[config.mk]
export PLATFORM = sky130hd
export DESIGN_NAME = czc_device_flat
export DESIGN_NICKNAME = d
export VERILOG_FILES = /design/src/czc_pkg.sv /design/src/czc_link_if.sv /design/src/czc_device.sv /design/src/czc_az_timer.sv /design/src/flat_wrapper.sv
export SDC_FILE = /design/constraint.sdc
export NUM_CORES = 1
export LEC_CHECK = 0
export BUFFER_PORTS_ARGS = -buffer_cell sky130_fd_sc_hd__buf_4
export CAP_MARGIN = 20
export CORE_MARGIN = 5
export CORE_UTILIZATION = 35
export CTS_CLUSTER_DIAMETER = 200
export DETAILED_ROUTE_END_ITERATION = 16
export MAX_ROUTING_LAYER = met4
export SLEW_MARGIN = 20
export SYNTH_ARGS = -nofsm -noshare
export SYNTH_HDL_FRONTEND = slang
export SYNTH_SLANG_ARGS = --single-unit
[constraint.sdc]
create_clock -name hclk -period 8.2 [get_ports hclk]
set_input_delay 1.64 -clock hclk [delete_from_list [all_inputs] [get_ports hclk]]
set_output_delay 1.64 -clock hclk [all_outputs]
set_load 0.02 [all_outputs]
[src/czc_pkg.sv]
// Purpose: shared constants and types for co2 zero calibration and compensation
// Assumes: 200 MHz hclk, 16-bit concentration words
// Notes:   link codes, reset values, host register map and timing counts
package czc_pkg;

  // link command set
  typedef enum logic [3:0] {
    CMD_ZERO_GAS, CMD_ZERO_N2, CMD_ZERO_AIR, CMD_ZERO_FINE,
    CMD_AZ_CTRL, CMD_SET_AIR_REF, CMD_SET_AZ_REF, CMD_SET_AZ_INIT,
    CMD_SET_AZ_PERIOD, CMD_SET_AZ_MODE, CMD_SET_COMP, CMD_GET_COMP,
    CMD_SET_MODE, CMD_READ, CMD_SET_FILTER, CMD_GET_FILTER
  } czc_cmd_e;

  // operating modes, as the mode argument carries them
  localparam logic [1:0] MODE_SLEEP  = 2'h0;
  localparam logic [1:0] MODE_STREAM = 2'h1;
  localparam logic [1:0] MODE_POLL   = 2'h2;

  // auto-zero control argument
  localparam logic [15:0] AZ_OFF   = 16'h0000;
  localparam logic [15:0] AZ_ON    = 16'h0001;
  localparam logic [15:0] AZ_FORCE = 16'h0002;

  // reset values
  localparam logic [15:0] ZERO_RST      = 16'h0000;
  localparam logic [15:0] AIR_REF_RST   = 16'h0190;  // 400 ppm
  localparam logic [15:0] AZ_REF_RST    = 16'h0190;  // 400 ppm
  localparam logic [15:0] COMP_RST      = 16'h2000;  // 8192, unity gain
  localparam int          COMP_SHIFT    = 13;        // 8192 is 2^13
  localparam logic [15:0] FILTER_RST    = 16'h0010;
  localparam logic [15:0] FILTER_ZERO   = 16'h0020;  // 32 for best zero
  localparam logic [15:0] AZ_INIT_RST   = 16'h0001;
  localparam logic [15:0] AZ_PERIOD_RST = 16'h0008;

  // pressure compensation step: 0.14 % of 8192 per mbar, in q10
  localparam logic [31:0] COMP_STEP_Q10 = 32'h00002de0;  // 11744
  localparam int          COMP_Q        = 10;

  // timing: one auto-zero tick
  localparam int CLK_NS          = 5;
  localparam int TICK_NS         = 1000000;            // 1 ms
  localparam int TICK_CYCLES_DEF = TICK_NS / CLK_NS;

  // host register map, byte addresses
  localparam logic [7:0] REG_CMD    = 8'h00;
  localparam logic [7:0] REG_ARG    = 8'h04;
  localparam logic [7:0] REG_STATUS = 8'h08;
  localparam logic [7:0] REG_RESP   = 8'h0c;

  // field positions
  localparam int CMD_PRESS_BIT = 8;  // derive comp from sea-level difference
  localparam int ST_BUSY       = 0;
  localparam int ST_DONE       = 1;
  localparam int ST_ERR        = 2;
  localparam int ST_FILT       = 3;
  localparam int ARG1_LSB      = 16;

endpackage

[src/czc_link_if.sv]
// Purpose: command and answer link between host end and sensor end
// Assumes: both ends on hclk
// Notes:   one command outstanding; answer is a one-cycle pulse
`timescale 1ns/1ps
interface czc_link_if;
  logic                  cmd_valid;
  logic                  cmd_ready;
  czc_pkg::czc_cmd_e     cmd_op;
  logic [15:0]           cmd_arg0;
  logic [15:0]           cmd_arg1;
  logic                  rsp_valid;
  logic                  rsp_err;
  logic [15:0]           rsp_data;

  modport dev  (input  cmd_valid, cmd_op, cmd_arg0, cmd_arg1,
                output cmd_ready, rsp_valid, rsp_err, rsp_data);
  modport host (output cmd_valid, cmd_op, cmd_arg0, cmd_arg1,
                input  cmd_ready, rsp_valid, rsp_err, rsp_data);
endinterface

[src/czc_device.sv]
// Purpose: sensor end, zero point setting, auto-zero and compensation
// Assumes: raw levels arrive on hclk; a store outside keeps the nv image
// Notes:   one command at a time, answered the cycle after it is taken
//
// Functional notes
// - latest zeroing fully replaces earlier zero; here fine adjust shifts the existing zero instead
// - host sets filter 32 before zeroing; here the host only flags a set filter of 32 in ST_FILT
// - known gas zeros to host scaled value
// - nitrogen zero assumes 0 ppm
// - fresh-air reference programmable zero to full scale
// - fresh-air zero uses reference, default 400
// - fine adjust shifts zero by reported error
// - auto-zero off at reset, enable or force
// - auto-zero works like fresh-air zeroing
// - auto-zero reference separate from fresh-air reference
// - start-up delay then independent repeating period
// - power cycle restarts auto-zero timing
// - auto-zero adopts level unless reconfigured
// - compensation replaces default, corrects, persists
// - host derives compensation from pressure difference
// - sleep mode rejects measuring and zeroing commands
// - host terminates commands, spaces before parameters
//
// Design decisions made here: the AHB-Lite interface to the registers and the placing of the registers.
`timescale 1ns/1ps
module czc_device #(
  parameter int TICK_CYCLES = czc_pkg::TICK_CYCLES_DEF
) (
  // clock and reset
  input  wire logic        hclk,
  input  wire logic        hresetn,
  // command link
  czc_link_if.dev          link,
  // measurement front end
  input  wire logic        meas_valid,
  input  wire logic [15:0] meas_raw,
  output logic             corr_valid,
  output logic [15:0]      corr_level,
  // nonvolatile store
  input  wire logic        nv_load,
  input  wire logic [15:0] nv_zero,
  input  wire logic [15:0] nv_air_ref,
  input  wire logic [15:0] nv_az_ref,
  input  wire logic [15:0] nv_comp,
  output logic             nv_save,
  output logic [15:0]      zero_point,
  output logic [15:0]      air_ref,
  output logic [15:0]      az_ref,
  output logic [15:0]      comp,
  // auto-zero and mode status
  output logic             az_event,
  output logic [15:0]      az_level,
  output logic [1:0]       op_mode
);

  typedef struct packed {
    logic [15:0] zero;
    logic [15:0] air_ref;
    logic [15:0] az_ref;
    logic [15:0] comp;
    logic [15:0] filter;
    logic [15:0] az_init;
    logic [15:0] az_period;
    logic [15:0] az_min;
    logic [15:0] last_raw;
    logic [1:0]  mode;
    logic        az_en;
    logic        az_adopt;
    logic        az_restart;
    logic        have_raw;
    logic        rsp_valid;
    logic        rsp_err;
    logic [15:0] rsp_data;
    logic        corr_valid;
    logic [15:0] corr;
    logic        nv_save;
    logic        az_event;
    logic [15:0] az_level;
  } czc_dev_s;

  localparam czc_dev_s RST = '{
    zero:      czc_pkg::ZERO_RST,
    air_ref:   czc_pkg::AIR_REF_RST,
    az_ref:    czc_pkg::AZ_REF_RST,
    comp:      czc_pkg::COMP_RST,
    filter:    czc_pkg::FILTER_RST,
    az_init:   czc_pkg::AZ_INIT_RST,
    az_period: czc_pkg::AZ_PERIOD_RST,
    az_min:    16'hffff,
    mode:      czc_pkg::MODE_STREAM,
    az_adopt:  1'b1,
    default:   '0
  };

  czc_dev_s s;
  czc_dev_s next_s;
  logic     az_fire;
  logic     locked;

  // zero offset removed, then scaled by comp / 8192, saturating
  function automatic logic [15:0] correct(input logic [15:0] raw,
                                          input logic [15:0] zero,
                                          input logic [15:0] gain);
    logic [16:0] d;
    logic [31:0] p;
    d = {1'b0, raw} - {1'b0, zero};
    if (d[16]) begin
      d = 17'h0;  // below zero reads as zero
    end
    p = {16'h0, d[15:0]} * {16'h0, gain};
    if (|p[31:29]) begin
      correct = 16'hffff;
    end else begin
      correct = p[28:13];
    end
  endfunction

  czc_az_timer #(
    .TICK_CYCLES (TICK_CYCLES)
  ) u_timer (
    .hclk         (hclk),
    .hresetn      (hresetn),
    .run          (s.az_en),
    .restart      (s.az_restart),
    .init_ticks   (s.az_init),
    .period_ticks (s.az_period),
    .fire         (az_fire)
  );

  // measuring and zeroing are shut off in sleep
  assign locked = (s.mode == czc_pkg::MODE_SLEEP);

  // later stages override earlier ones, so a command wins the cycle
  always_comb begin
    next_s = s;
    next_s.rsp_valid  = 1'b0;
    next_s.corr_valid = 1'b0;
    next_s.nv_save    = 1'b0;
    next_s.az_event   = 1'b0;
    next_s.az_restart = 1'b0;
    // nv image restored by the store after power-up
    if (nv_load) begin
      next_s.zero    = nv_zero;
      next_s.air_ref = nv_air_ref;
      next_s.az_ref  = nv_az_ref;
      next_s.comp    = nv_comp;
    end
    // no measurements while asleep
    if (meas_valid && !locked) begin
      next_s.last_raw   = meas_raw;
      next_s.have_raw   = 1'b1;
      next_s.corr_valid = 1'b1;
      next_s.corr       = correct(meas_raw, s.zero, s.comp);
      // background is the lowest level seen in the period
      if (meas_raw < next_s.az_min) begin
        next_s.az_min = meas_raw;
      end
    end
    // periodic auto-zero, same arithmetic as fresh-air zeroing
    if (az_fire) begin
      next_s.az_event = 1'b1;
      next_s.az_level = s.az_min;
      next_s.az_min   = 16'hffff;
      if (s.az_adopt && !locked && s.az_min != 16'hffff) begin
        next_s.zero    = s.az_min - s.az_ref;
        next_s.nv_save = 1'b1;
      end
    end
    // one command per answer; ready drops while an answer stands
    if (link.cmd_valid && !s.rsp_valid) begin
      next_s.rsp_valid = 1'b1;
      next_s.rsp_err   = 1'b0;
      next_s.rsp_data  = 16'h0;
      case (link.cmd_op)
        czc_pkg::CMD_ZERO_GAS, czc_pkg::CMD_ZERO_N2,
        czc_pkg::CMD_ZERO_AIR, czc_pkg::CMD_ZERO_FINE: begin
          if (locked || !s.have_raw) begin
            next_s.rsp_err = 1'b1;
          end else begin
            // gas, nitrogen and fresh-air overwrite the zero outright; fine adjust shifts it
            case (link.cmd_op)
              czc_pkg::CMD_ZERO_GAS:  next_s.zero = s.last_raw - link.cmd_arg0;
              czc_pkg::CMD_ZERO_N2:   next_s.zero = s.last_raw;
              czc_pkg::CMD_ZERO_AIR:  next_s.zero = s.last_raw - s.air_ref;
              default:                next_s.zero = s.zero + link.cmd_arg1 - link.cmd_arg0;
            endcase
            next_s.nv_save  = 1'b1;
            next_s.rsp_data = next_s.zero;
          end
        end
        czc_pkg::CMD_AZ_CTRL: begin
          if (link.cmd_arg0 == czc_pkg::AZ_FORCE) begin
            if (locked || !s.have_raw) begin
              next_s.rsp_err = 1'b1;
            end else begin
              // forced run uses the latest level, no period wait
              next_s.zero     = s.last_raw - s.az_ref;
              next_s.nv_save  = 1'b1;
              next_s.az_event = 1'b1;
              next_s.az_level = s.last_raw;
              next_s.rsp_data = next_s.zero;
            end
          end else begin
            next_s.az_en      = (link.cmd_arg0 == czc_pkg::AZ_ON);
            next_s.az_restart = 1'b1;
            next_s.rsp_data   = {15'h0, next_s.az_en};
          end
        end
        czc_pkg::CMD_SET_AIR_REF: begin
          next_s.air_ref  = link.cmd_arg0;
          next_s.nv_save  = 1'b1;
          next_s.rsp_data = link.cmd_arg0;
        end
        czc_pkg::CMD_SET_AZ_REF: begin
          next_s.az_ref   = link.cmd_arg0;
          next_s.nv_save  = 1'b1;
          next_s.rsp_data = link.cmd_arg0;
        end
        czc_pkg::CMD_SET_AZ_INIT: begin
          next_s.az_init    = link.cmd_arg0;
          next_s.az_restart = 1'b1;
          next_s.rsp_data   = link.cmd_arg0;
        end
        czc_pkg::CMD_SET_AZ_PERIOD: begin
          next_s.az_period  = link.cmd_arg0;
          next_s.az_restart = 1'b1;
          next_s.rsp_data   = link.cmd_arg0;
        end
        czc_pkg::CMD_SET_AZ_MODE: begin
          next_s.az_adopt = link.cmd_arg0[0];
          next_s.rsp_data = {15'h0, link.cmd_arg0[0]};
        end
        czc_pkg::CMD_SET_COMP: begin
          next_s.comp     = link.cmd_arg0;
          next_s.nv_save  = 1'b1;
          next_s.rsp_data = link.cmd_arg0;
        end
        czc_pkg::CMD_GET_COMP: begin
          next_s.rsp_data = s.comp;
        end
        czc_pkg::CMD_SET_MODE: begin
          if (link.cmd_arg0 > {14'h0, czc_pkg::MODE_POLL}) begin
            next_s.rsp_err = 1'b1;
          end else begin
            next_s.mode     = link.cmd_arg0[1:0];
            next_s.rsp_data = link.cmd_arg0;
          end
        end
        czc_pkg::CMD_READ: begin
          if (locked) begin
            next_s.rsp_err = 1'b1;
          end else begin
            next_s.rsp_data = s.corr;
          end
        end
        czc_pkg::CMD_SET_FILTER: begin
          next_s.filter   = link.cmd_arg0;
          next_s.rsp_data = link.cmd_arg0;
        end
        czc_pkg::CMD_GET_FILTER: begin
          next_s.rsp_data = s.filter;
        end
        default: begin
          next_s.rsp_err = 1'b1;
        end
      endcase
    end
  end

  // all state on one register; nv values are reloaded by the store
  always_ff @(posedge hclk or negedge hresetn) begin
    if (!hresetn) begin
      s <= RST;
    end else begin
      s <= next_s;
    end
  end

  // link answers
  assign link.cmd_ready = !s.rsp_valid;
  assign link.rsp_valid = s.rsp_valid;
  assign link.rsp_err   = s.rsp_err;
  assign link.rsp_data  = s.rsp_data;

  // user side
  assign corr_valid = s.corr_valid;
  assign corr_level = s.corr;
  assign nv_save    = s.nv_save;
  assign zero_point = s.zero;
  assign air_ref    = s.air_ref;
  assign az_ref     = s.az_ref;
  assign comp       = s.comp;
  assign az_event   = s.az_event;
  assign az_level   = s.az_level;
  assign op_mode    = s.mode;

endmodule

[src/czc_az_timer.sv]
// Purpose: auto-zero interval timer, start-up delay then repeating period
// Assumes: intervals in ticks of TICK_CYCLES clocks
// Notes:   counts from scratch after every reset
`timescale 1ns/1ps
module czc_az_timer #(
  parameter int TICK_CYCLES = czc_pkg::TICK_CYCLES_DEF
) (
  // clock and reset
  input  wire logic        hclk,
  input  wire logic        hresetn,
  // control
  input  wire logic        run,
  input  wire logic        restart,
  input  wire logic [15:0] init_ticks,
  input  wire logic [15:0] period_ticks,
  // event
  output logic             fire
);

  typedef struct packed {
    logic [31:0] pre;
    logic [15:0] cnt;
    logic        started;
    logic        fire;
  } czc_tmr_s;

  czc_tmr_s s;
  czc_tmr_s next_s;
  logic [15:0] limit;

  // first interval is the start-up delay, later ones the period
  always_comb begin
    next_s = s;
    next_s.fire = 1'b0;
    limit = s.started ? period_ticks : init_ticks;
    if (!run || restart) begin
      next_s.pre = 32'h0;
      next_s.cnt = 16'h0;
    end else if (s.pre == 32'(TICK_CYCLES - 1)) begin
      next_s.pre = 32'h0;
      // a zero interval acts as one tick
      if (s.cnt + 16'h1 >= limit) begin
        next_s.cnt     = 16'h0;
        next_s.fire    = 1'b1;
        next_s.started = 1'b1;
      end else begin
        next_s.cnt = s.cnt + 16'h1;
      end
    end else begin
      next_s.pre = s.pre + 32'h1;
    end
  end

  // reset returns to the start-up delay
  always_ff @(posedge hclk or negedge hresetn) begin
    if (!hresetn) begin
      s <= '0;
    end else begin
      s <= next_s;
    end
  end

  assign fire = s.fire;

endmodule

[src/flat_wrapper.sv]
// flat-port wrapper written by rule: the top's interface ports become plain ports
module czc_device_flat 
#(
  parameter int TICK_CYCLES = czc_pkg::TICK_CYCLES_DEF
)
  (hclk, hresetn, meas_valid, meas_raw, corr_valid, corr_level, nv_load, nv_zero, nv_air_ref, nv_az_ref, nv_comp, nv_save, zero_point, air_ref, az_ref, comp, az_event, az_level, op_mode, link_cmd_valid, link_cmd_op, link_cmd_arg0, link_cmd_arg1, link_cmd_ready, link_rsp_valid, link_rsp_err, link_rsp_data);
  czc_link_if link_i ();
  input  wire logic hclk;
  input  wire logic hresetn;
  input  wire logic meas_valid;
  input  wire logic [15:0] meas_raw;
  output logic corr_valid;
  output logic [15:0] corr_level;
  input  wire logic nv_load;
  input  wire logic [15:0] nv_zero;
  input  wire logic [15:0] nv_air_ref;
  input  wire logic [15:0] nv_az_ref;
  input  wire logic [15:0] nv_comp;
  output logic nv_save;
  output logic [15:0] zero_point;
  output logic [15:0] air_ref;
  output logic [15:0] az_ref;
  output logic [15:0] comp;
  output logic az_event;
  output logic [15:0] az_level;
  output logic [1:0] op_mode;
  input wire logic [$bits(link_i.cmd_valid)-1:0] link_cmd_valid;
  input wire logic [$bits(link_i.cmd_op)-1:0] link_cmd_op;
  input wire logic [$bits(link_i.cmd_arg0)-1:0] link_cmd_arg0;
  input wire logic [$bits(link_i.cmd_arg1)-1:0] link_cmd_arg1;
  output wire logic [$bits(link_i.cmd_ready)-1:0] link_cmd_ready;
  output wire logic [$bits(link_i.rsp_valid)-1:0] link_rsp_valid;
  output wire logic [$bits(link_i.rsp_err)-1:0] link_rsp_err;
  output wire logic [$bits(link_i.rsp_data)-1:0] link_rsp_data;
  assign link_i.cmd_valid = link_cmd_valid;
  assign link_i.cmd_op = link_cmd_op;
  assign link_i.cmd_arg0 = link_cmd_arg0;
  assign link_i.cmd_arg1 = link_cmd_arg1;
  assign link_cmd_ready = link_i.cmd_ready;
  assign link_rsp_valid = link_i.rsp_valid;
  assign link_rsp_err = link_i.rsp_err;
  assign link_rsp_data = link_i.rsp_data;
  czc_device #(.TICK_CYCLES(TICK_CYCLES)) u_core (.hclk(hclk), .hresetn(hresetn), .link(link_i), .meas_valid(meas_valid), .meas_raw(meas_raw), .corr_valid(corr_valid), .corr_level(corr_level), .nv_load(nv_load), .nv_zero(nv_zero), .nv_air_ref(nv_air_ref), .nv_az_ref(nv_az_ref), .nv_comp(nv_comp), .nv_save(nv_save), .zero_point(zero_point), .air_ref(air_ref), .az_ref(az_ref), .comp(comp), .az_event(az_event), .az_level(az_level), .op_mode(op_mode));
endmodule
Word level (Yosys, flattened, before mapping)
Index checks and enable logic that the tools add are counted. W data, S select, Z words.

Logic and storage cells: 141. Input bits: 121. Bits in registers: 253. Output and inout port bits: 120.

Reductions and logical operators: 28. Eq/ne operators: 19. Multipliers: 1. Magnitude comparators: 3. Bitwise gates (word level): 3. Muxes and demuxes: 52. Add/subtract/negate cells: 9.

Operator list (number): $mux W16 (23); $pmux W16 S8 (1); $mux W112 (1); $mux W18 (6); $sub A16 B16 Y16 (5); $mux W32 (2); $mux W64 (1); $mux W48 (1); $pmux W16 S3 (1); $mux W17 (2); $add A32 B1 Y32 const B (1); $eq A32 B18 Y1 const B (1); $eq A4 B4 Y1 const B (8); $mul A16 B16 Y32 (1); $pmux W16 S2 (1); $sub A16 B16 Y17 (1); $add A16 B1 Y16 const B (1); $add A16 B16 Y16 (1); $eq A16 B1 Y1 const B (1); $eq A16 B2 Y1 const B (1); $eq A4 B3 Y1 const B (4); $ge A16 B16 Y1 (1); $gt A16 B2 Y1 const B (1); $lt A16 B16 Y1 (1); other kinds (21) (48).

Longest topological paths before layout
Depth after elaboration: 10. Mapped depth: 35. Depth with buffers taken out: 32.

Cells and area by module
Synthesis repeated with hierarchy kept, for this count alone.

Cells, all modules: 2874. Area, all modules: 26117.5 um^2.

Modules (own cells, without submodules): czc_device (area each 23093.4 um^2, seq. area each 5114.9 um^2, instances 1, cells an instance 2564); czc_az_timer (area each 3024.2 um^2, seq. area each 1251.2 um^2, instances 1, cells an instance 310).

Worst setup path after synthesis
Ideal clock, no wire load.

Kind: in2reg. Start point: input meas_raw[0]. End point: register u_core.s, in the netlist u_core.corr_level[13]. Arrival: 9.029 ns. Buffers on the path: 2. Setup slack: -0.955 ns. Cell stages on the path: 31. Required time: 8.074 ns. Setup time: 0.126 ns. Path through: inv_1 > ha_1 > fa_1 > nand2b_1 > a21oi_1 > o21ai_2 > nand2_1 > nand2_1 > buf_2 > nor3_1 > buf_2 > nand2_1 > fa_1 > fa_1 > fa_1 > inv_1 > fa_1 > fa_1 > inv_1 > fa_1 > inv_1 > ha_1 > a21o_1 > a21oi_1 > o211ai_1 > a22o_1 > o21ai_1 > and2_1 > nor4b_4 > o21ai_2 > o32a_1.

Longest elaborated chain between the ends: 6.

Ends and longest elaborated chain: start, declared (RTL line flat_wrapper.sv:11) `input wire logic [15:0] meas_raw;`; $sub A16 B16 Y17 * (RTL line czc_device.sv:106) `d = {1'b0, raw} - {1'b0, zero};`; $mux W16 * (RTL line czc_device.sv:107) `if (d[16]) begin`; $mux W16 * (RTL line czc_device.sv:149) `if (meas_valid && !locked) begin`; $mul A16 B16 Y32 * (RTL line czc_device.sv:110) `p = {16'h0, d[15:0]} * {16'h0, gain};`; $reduce_or A3 Y1 (RTL line czc_device.sv:111) `if (|p[31:29]) begin`; $mux W16 * (RTL line czc_device.sv:111); end signal, assigned (RTL line czc_device.sv:275) `s <= next_s;`; end, declared (RTL line czc_device.sv:95) `czc_dev_s s;`.

Mark *: on every way between the ends. The rest lies on a longest branch, timed or not. The select of a mux whose other input is x is not followed. A chain may end at the register's enable or synchronous reset.

Worst setup path in the final report
Ends and elaborated chain as after synthesis.

==> results by group <==
Logic synthesis
  • Synth top area cells: dfrtp_1 21%, fa_1 16%, ha_1 10%
  • Yosys top cell by area: dfrtp_1
  • Synth top area share: 21.30%
  • Syn Nets: 3481
  • Post-synth EDFFs: 0
  • Synth warn: 0
  • Post-synth ARST share: 100.0%
  • Ys flop type: dfrtp_1
  • Syn avg cell area: 9.002 µm²
  • Cell variety after synth: 88
  • Register area share after synthesis: 24.08%
  • Seq cells post-synth: 253
  • Cell count after synthesis: 2937
  • Cell Area, Synth: 0.02644 mm²

CTS
  • H-tree depth: 1
  • Latest clock arrival within the worst-skew pair: 0.59 ns
  • Clk buf depth: 3
  • Clock buffer count from CTS: 30
  • Post-CTS Hold Buffers: 0
  • Worst-path clk slew: 0.06 ns
  • CTS sink cnt: 253
  • CTS tree: yes
  • CTS root buffer: clkbuf_16

Layout
  • Area of the multi-input gates: 0.01770 mm²
  • Share of layout cells above drive strength 1: 22.65%
  • Area Overhead vs Synth: 19.01%
  • Layout Cells excl Fill: 4189
  • Register area: 0.006366 mm²
  • Nets: 3734
  • Fillers: 7414

Setup path
  • Crit-path slowest cell: fa_1
  • Setup crit start: meas_raw[0]
  • Register-to-register setup slack: 0.29 ns
  • Data arrival time of the worst path: 8.86 ns
  • Reg2Reg Capture Point: u_core.corr_level[13]$_DFFE_PN0P_
  • CP required: 8.64 ns
  • Startpoint Class: input port
  • Highest fanout seen on the critical path: 7
  • Slowest stage delay, CP: 0.54 ns
  • CP Capture Type: flop
  • Worst setup path category: input port to flop
  • Worst flop-to-flop path startpoint: u_core.zero_point[1]$_DFF_PN0_
  • Reg2Reg Depth: 34
  • Crit path top cell by count: fa_1

Run
  • Max cap viols: 0

Power
  • Pleak: 15.14 nW
  • PD cells: 271.0 mW/mm²
  • VDD IR-drop max: 411.3 µV

Routing
  • Initial DRC count: 1905
  • Final wirelength: 92470 µm
  • Pre-antenna DRT Iters: 6
  • Antenna viol nets, final: 0
  • DR vias: 22297
  • Vias per cell: 5.323
  • DRC errors left: 0
  • Post-DR wirelength/cell: 22.08 µm

GRT
  • Largest net degree at the start of global routing: 169
  • Remaining global-route overflow: 0
  • All-layer global routing usage: 22.80%
  • Vias in the first global route: 22326
  • Global-route wire length before repair: 139100 µm
  • Antenna violations before repair: 6

Timing
  • Max Freq: 118.8 MHz
  • Final Hold Viols: 0
  • Least-Margin Pin Slew: 1.107 ns
  • RSZ-0062 raised after global routing: true
  • WHS: 0.4845 ns
  • Max_slew headroom: 25.58%
  • Setup ws final: -0.2194 ns
  • Tcrit/Tclk final: 102.7%
  • Layout Skew: 0.04194 ns
  • Final Setup Violations: 16
  • Final slew viol count: 0
  • Minimum clock period after layout: 8.419 ns
  • Setup TNS: -3.080 ns

Floorplan
  • Die Area: 0.08113 mm²
  • Rows: 100
  • Die W: 284.8 µm
  • Core Area: 0.07470 mm²
  • Chip height: 284.8 µm
  • Starting Density: 35.39%
  • # IOs: 241

Status
  • Status: finished, violations left
  • Failing checks: setup timing

Place
  • Placed Cells: 4099
  • Hpwl dp: 73750 µm
  • RD Place Congestion: 0.9451
  • Port Buf Inserts: 240

Min path
  • Hold Path End: u_core.u_timer.s[18]$_DFF_PN0_
  • Hold Crit Class: flop to flop
  • Worst hold stages: 1
  • Hold Startpoint: u_core.u_timer.s[18]$_DFF_PN0_
[cell families (layout without fill, tap and decap cells)]
family | after synthesis | after routing | share of synthesized area [%]
XOR/XNOR | 120 | 120 | 3.975
AND/OR/NAND/NOR | 828 | 829 | 15.42
other | 0 | 6 | 0
flip-flops | 253 | 253 | 24.08
AO/OA/AOI/OAI | 527 | 527 | 13.50
multiplexers | 156 | 156 | 6.157
buffers and inverters | 630 | 906 | 10.83
adder cells (fa/ha/maj) | 423 | 423 | 26.04
[area by class of cell]
type                       instances  area share [%]
antenna                            6         0.04772
clock buffer                      41           2.776
clock inverter                    15          0.4374
inverter                         377           4.506
multi-input combinational       2055           56.25
sequential                       253           20.23
tap                              969           3.853
timing repair buffer             473           11.89
[state kept, by name, indices dropped and copies added (netlist names)]
register,count
u_core.op_mode,2
u_core.u_timer.s,49
u_core.corr_level,16
u_core.air_ref,16
u_core.link.rsp_valid,1
u_core.u_timer.fire,1
u_core.nv_save,1
u_core.zero_point,16
u_core.az_event,1
u_core.corr_valid,1
u_core.link.rsp_data,16
u_core.az_ref,16
u_core.comp,16
u_core.link.rsp_err,1
u_core.s,84
u_core.az_level,16
[worst max-delay path by stage]
stage | end | slack (ns) | depth (start not counted)
after floorplan | u_core.corr_level[14]$_DFFE_PN0P_ | -0.38 | 33
after global placement | u_core.corr_level[12]$_DFFE_PN0P_ | -0.80 | 32
after detailed placement | u_core.corr_level[7]$_DFFE_PN0P_ | -0.95 | 34
after CTS | u_core.corr_level[6]$_DFFE_PN0P_ | -0.15 | 34
after global routing | u_core.corr_level[13]$_DFFE_PN0P_ | -0.48 | 35
final | u_core.corr_level[13]$_DFFE_PN0P_ | -0.22 | 36
[cell usage in the layout, fill, tap and decap left out, drive strengths merged, types with 9 or more instances in the layout]
cell type | netlist | final
o21bai | 9 | 9
a211o | 24 | 24
mux2 | 53 | 53
a22oi | 10 | 10
and2 | 109 | 109
a21oi | 152 | 152
xnor2 | 64 | 64
buf | 151 | 473
a211oi | 16 | 16
a31oi | 9 | 9
xor2 | 56 | 56
clkinv | 1 | 12
inv | 376 | 376
nand2 | 285 | 285
o211ai | 26 | 26
o21ai | 101 | 101
nand2b | 14 | 14
clkbuf | 102 | 41
o21a | 24 | 24
o22a | 18 | 18
nand4 | 39 | 39
nor2 | 187 | 188
nand3 | 46 | 46
o22ai | 15 | 15
or3 | 12 | 12
nor2b | 19 | 19
o31ai | 12 | 12
ha | 211 | 211
dfstp | 28 | 28
and3 | 24 | 24
mux2i | 103 | 103
nor4 | 19 | 19
a21o | 32 | 32
o311ai | 10 | 10
fa | 212 | 212
and4 | 14 | 14
nor3 | 38 | 38
dfrtp | 225 | 225
[power breakdown]
| group | switching, mW | internal [mW] | total [mW] |
|---|---|---|---|
| Sequential | 0.139 | 1.36 | 1.50 |
| Combinational | 2.98 | 2.69 | 5.66 |
| Clock | 0.561 | 0.806 | 1.37 |
| Total | 3.68 | 4.85 | 8.53 |
[cells in the mapped netlist, types with 8 or more instances]
master	count
o21bai_1	9
nand3_1	46
inv_1	376
a221oi_1	8
mux2i_1	103
nor3_1	36
o211ai_1	26
a21o_1	32
nor4_1	13
dfstp_2	28
a211oi_1	13
buf_1	12
ha_1	211
nor2_1	185
or3_1	11
a22oi_1	10
nand2_1	285
and2_1	109
nand4_1	39
o21a_1	24
xnor2_1	64
a21oi_1	149
a221o_1	8
a31oi_1	9
fa_1	212
clkbuf_1	98
xor2_1	56
a211o_1	24
o31ai_1	11
o21ai_0	86
o311ai_0	9
dfrtp_1	225
o22a_1	18
o21ai_1	9
buf_2	19
and3_1	24
buf_4	115
mux2_2	53
o22ai_1	15
o221ai_1	8
and4_1	12
nor2b_1	19
nand2b_1	14
[stage by stage]
stage / total power, mW / instance area, µm² / utilization, % / setup slack, ns
after floorplan: 4.817 / 26670 / - / -0.3771
after global placement: 6.690 / 29850 / 39.97 / -0.8007
after detailed placement: 6.711 / 29860 / 39.97 / -0.9540
after CTS: 8.348 / 31290 / 41.88 / -0.1470
after global routing: 9.227 / 31460 / 42.12 / -0.4789
final: 8.526 / 31460 / 42.12 / -0.2194
[timing repair]
item | 4_1_cts | 5_1_grt
pin swaps | 51 | 41
gates cloned | 2 | 0
endpoints found under the setup margin | 16 | 16
setup buffers | 19 | 8
resized for setup | 63 | 19
[critical path: cells and delay by family]
kind,cells,cell delay (ns)
adder cells (fa/ha/maj),9,3.74
AO/OA/AOI/OAI,11,1.82
AND/OR/NAND/NOR,6,0.66
XOR/XNOR,1,0.15
buffers and inverters,9,0.81
[layer usage]
| layer | wire (µm) | global-route usage [%] |
|---|---|---|
| met1 | 40580 | 30.70 |
| met2 | 39390 | 33.15 |
| met3 | 9390 | 7.188 |
| met4 | 3118 | 6.498 |
| met5 | 0 | - |
(Power assumes the default switching activity.)
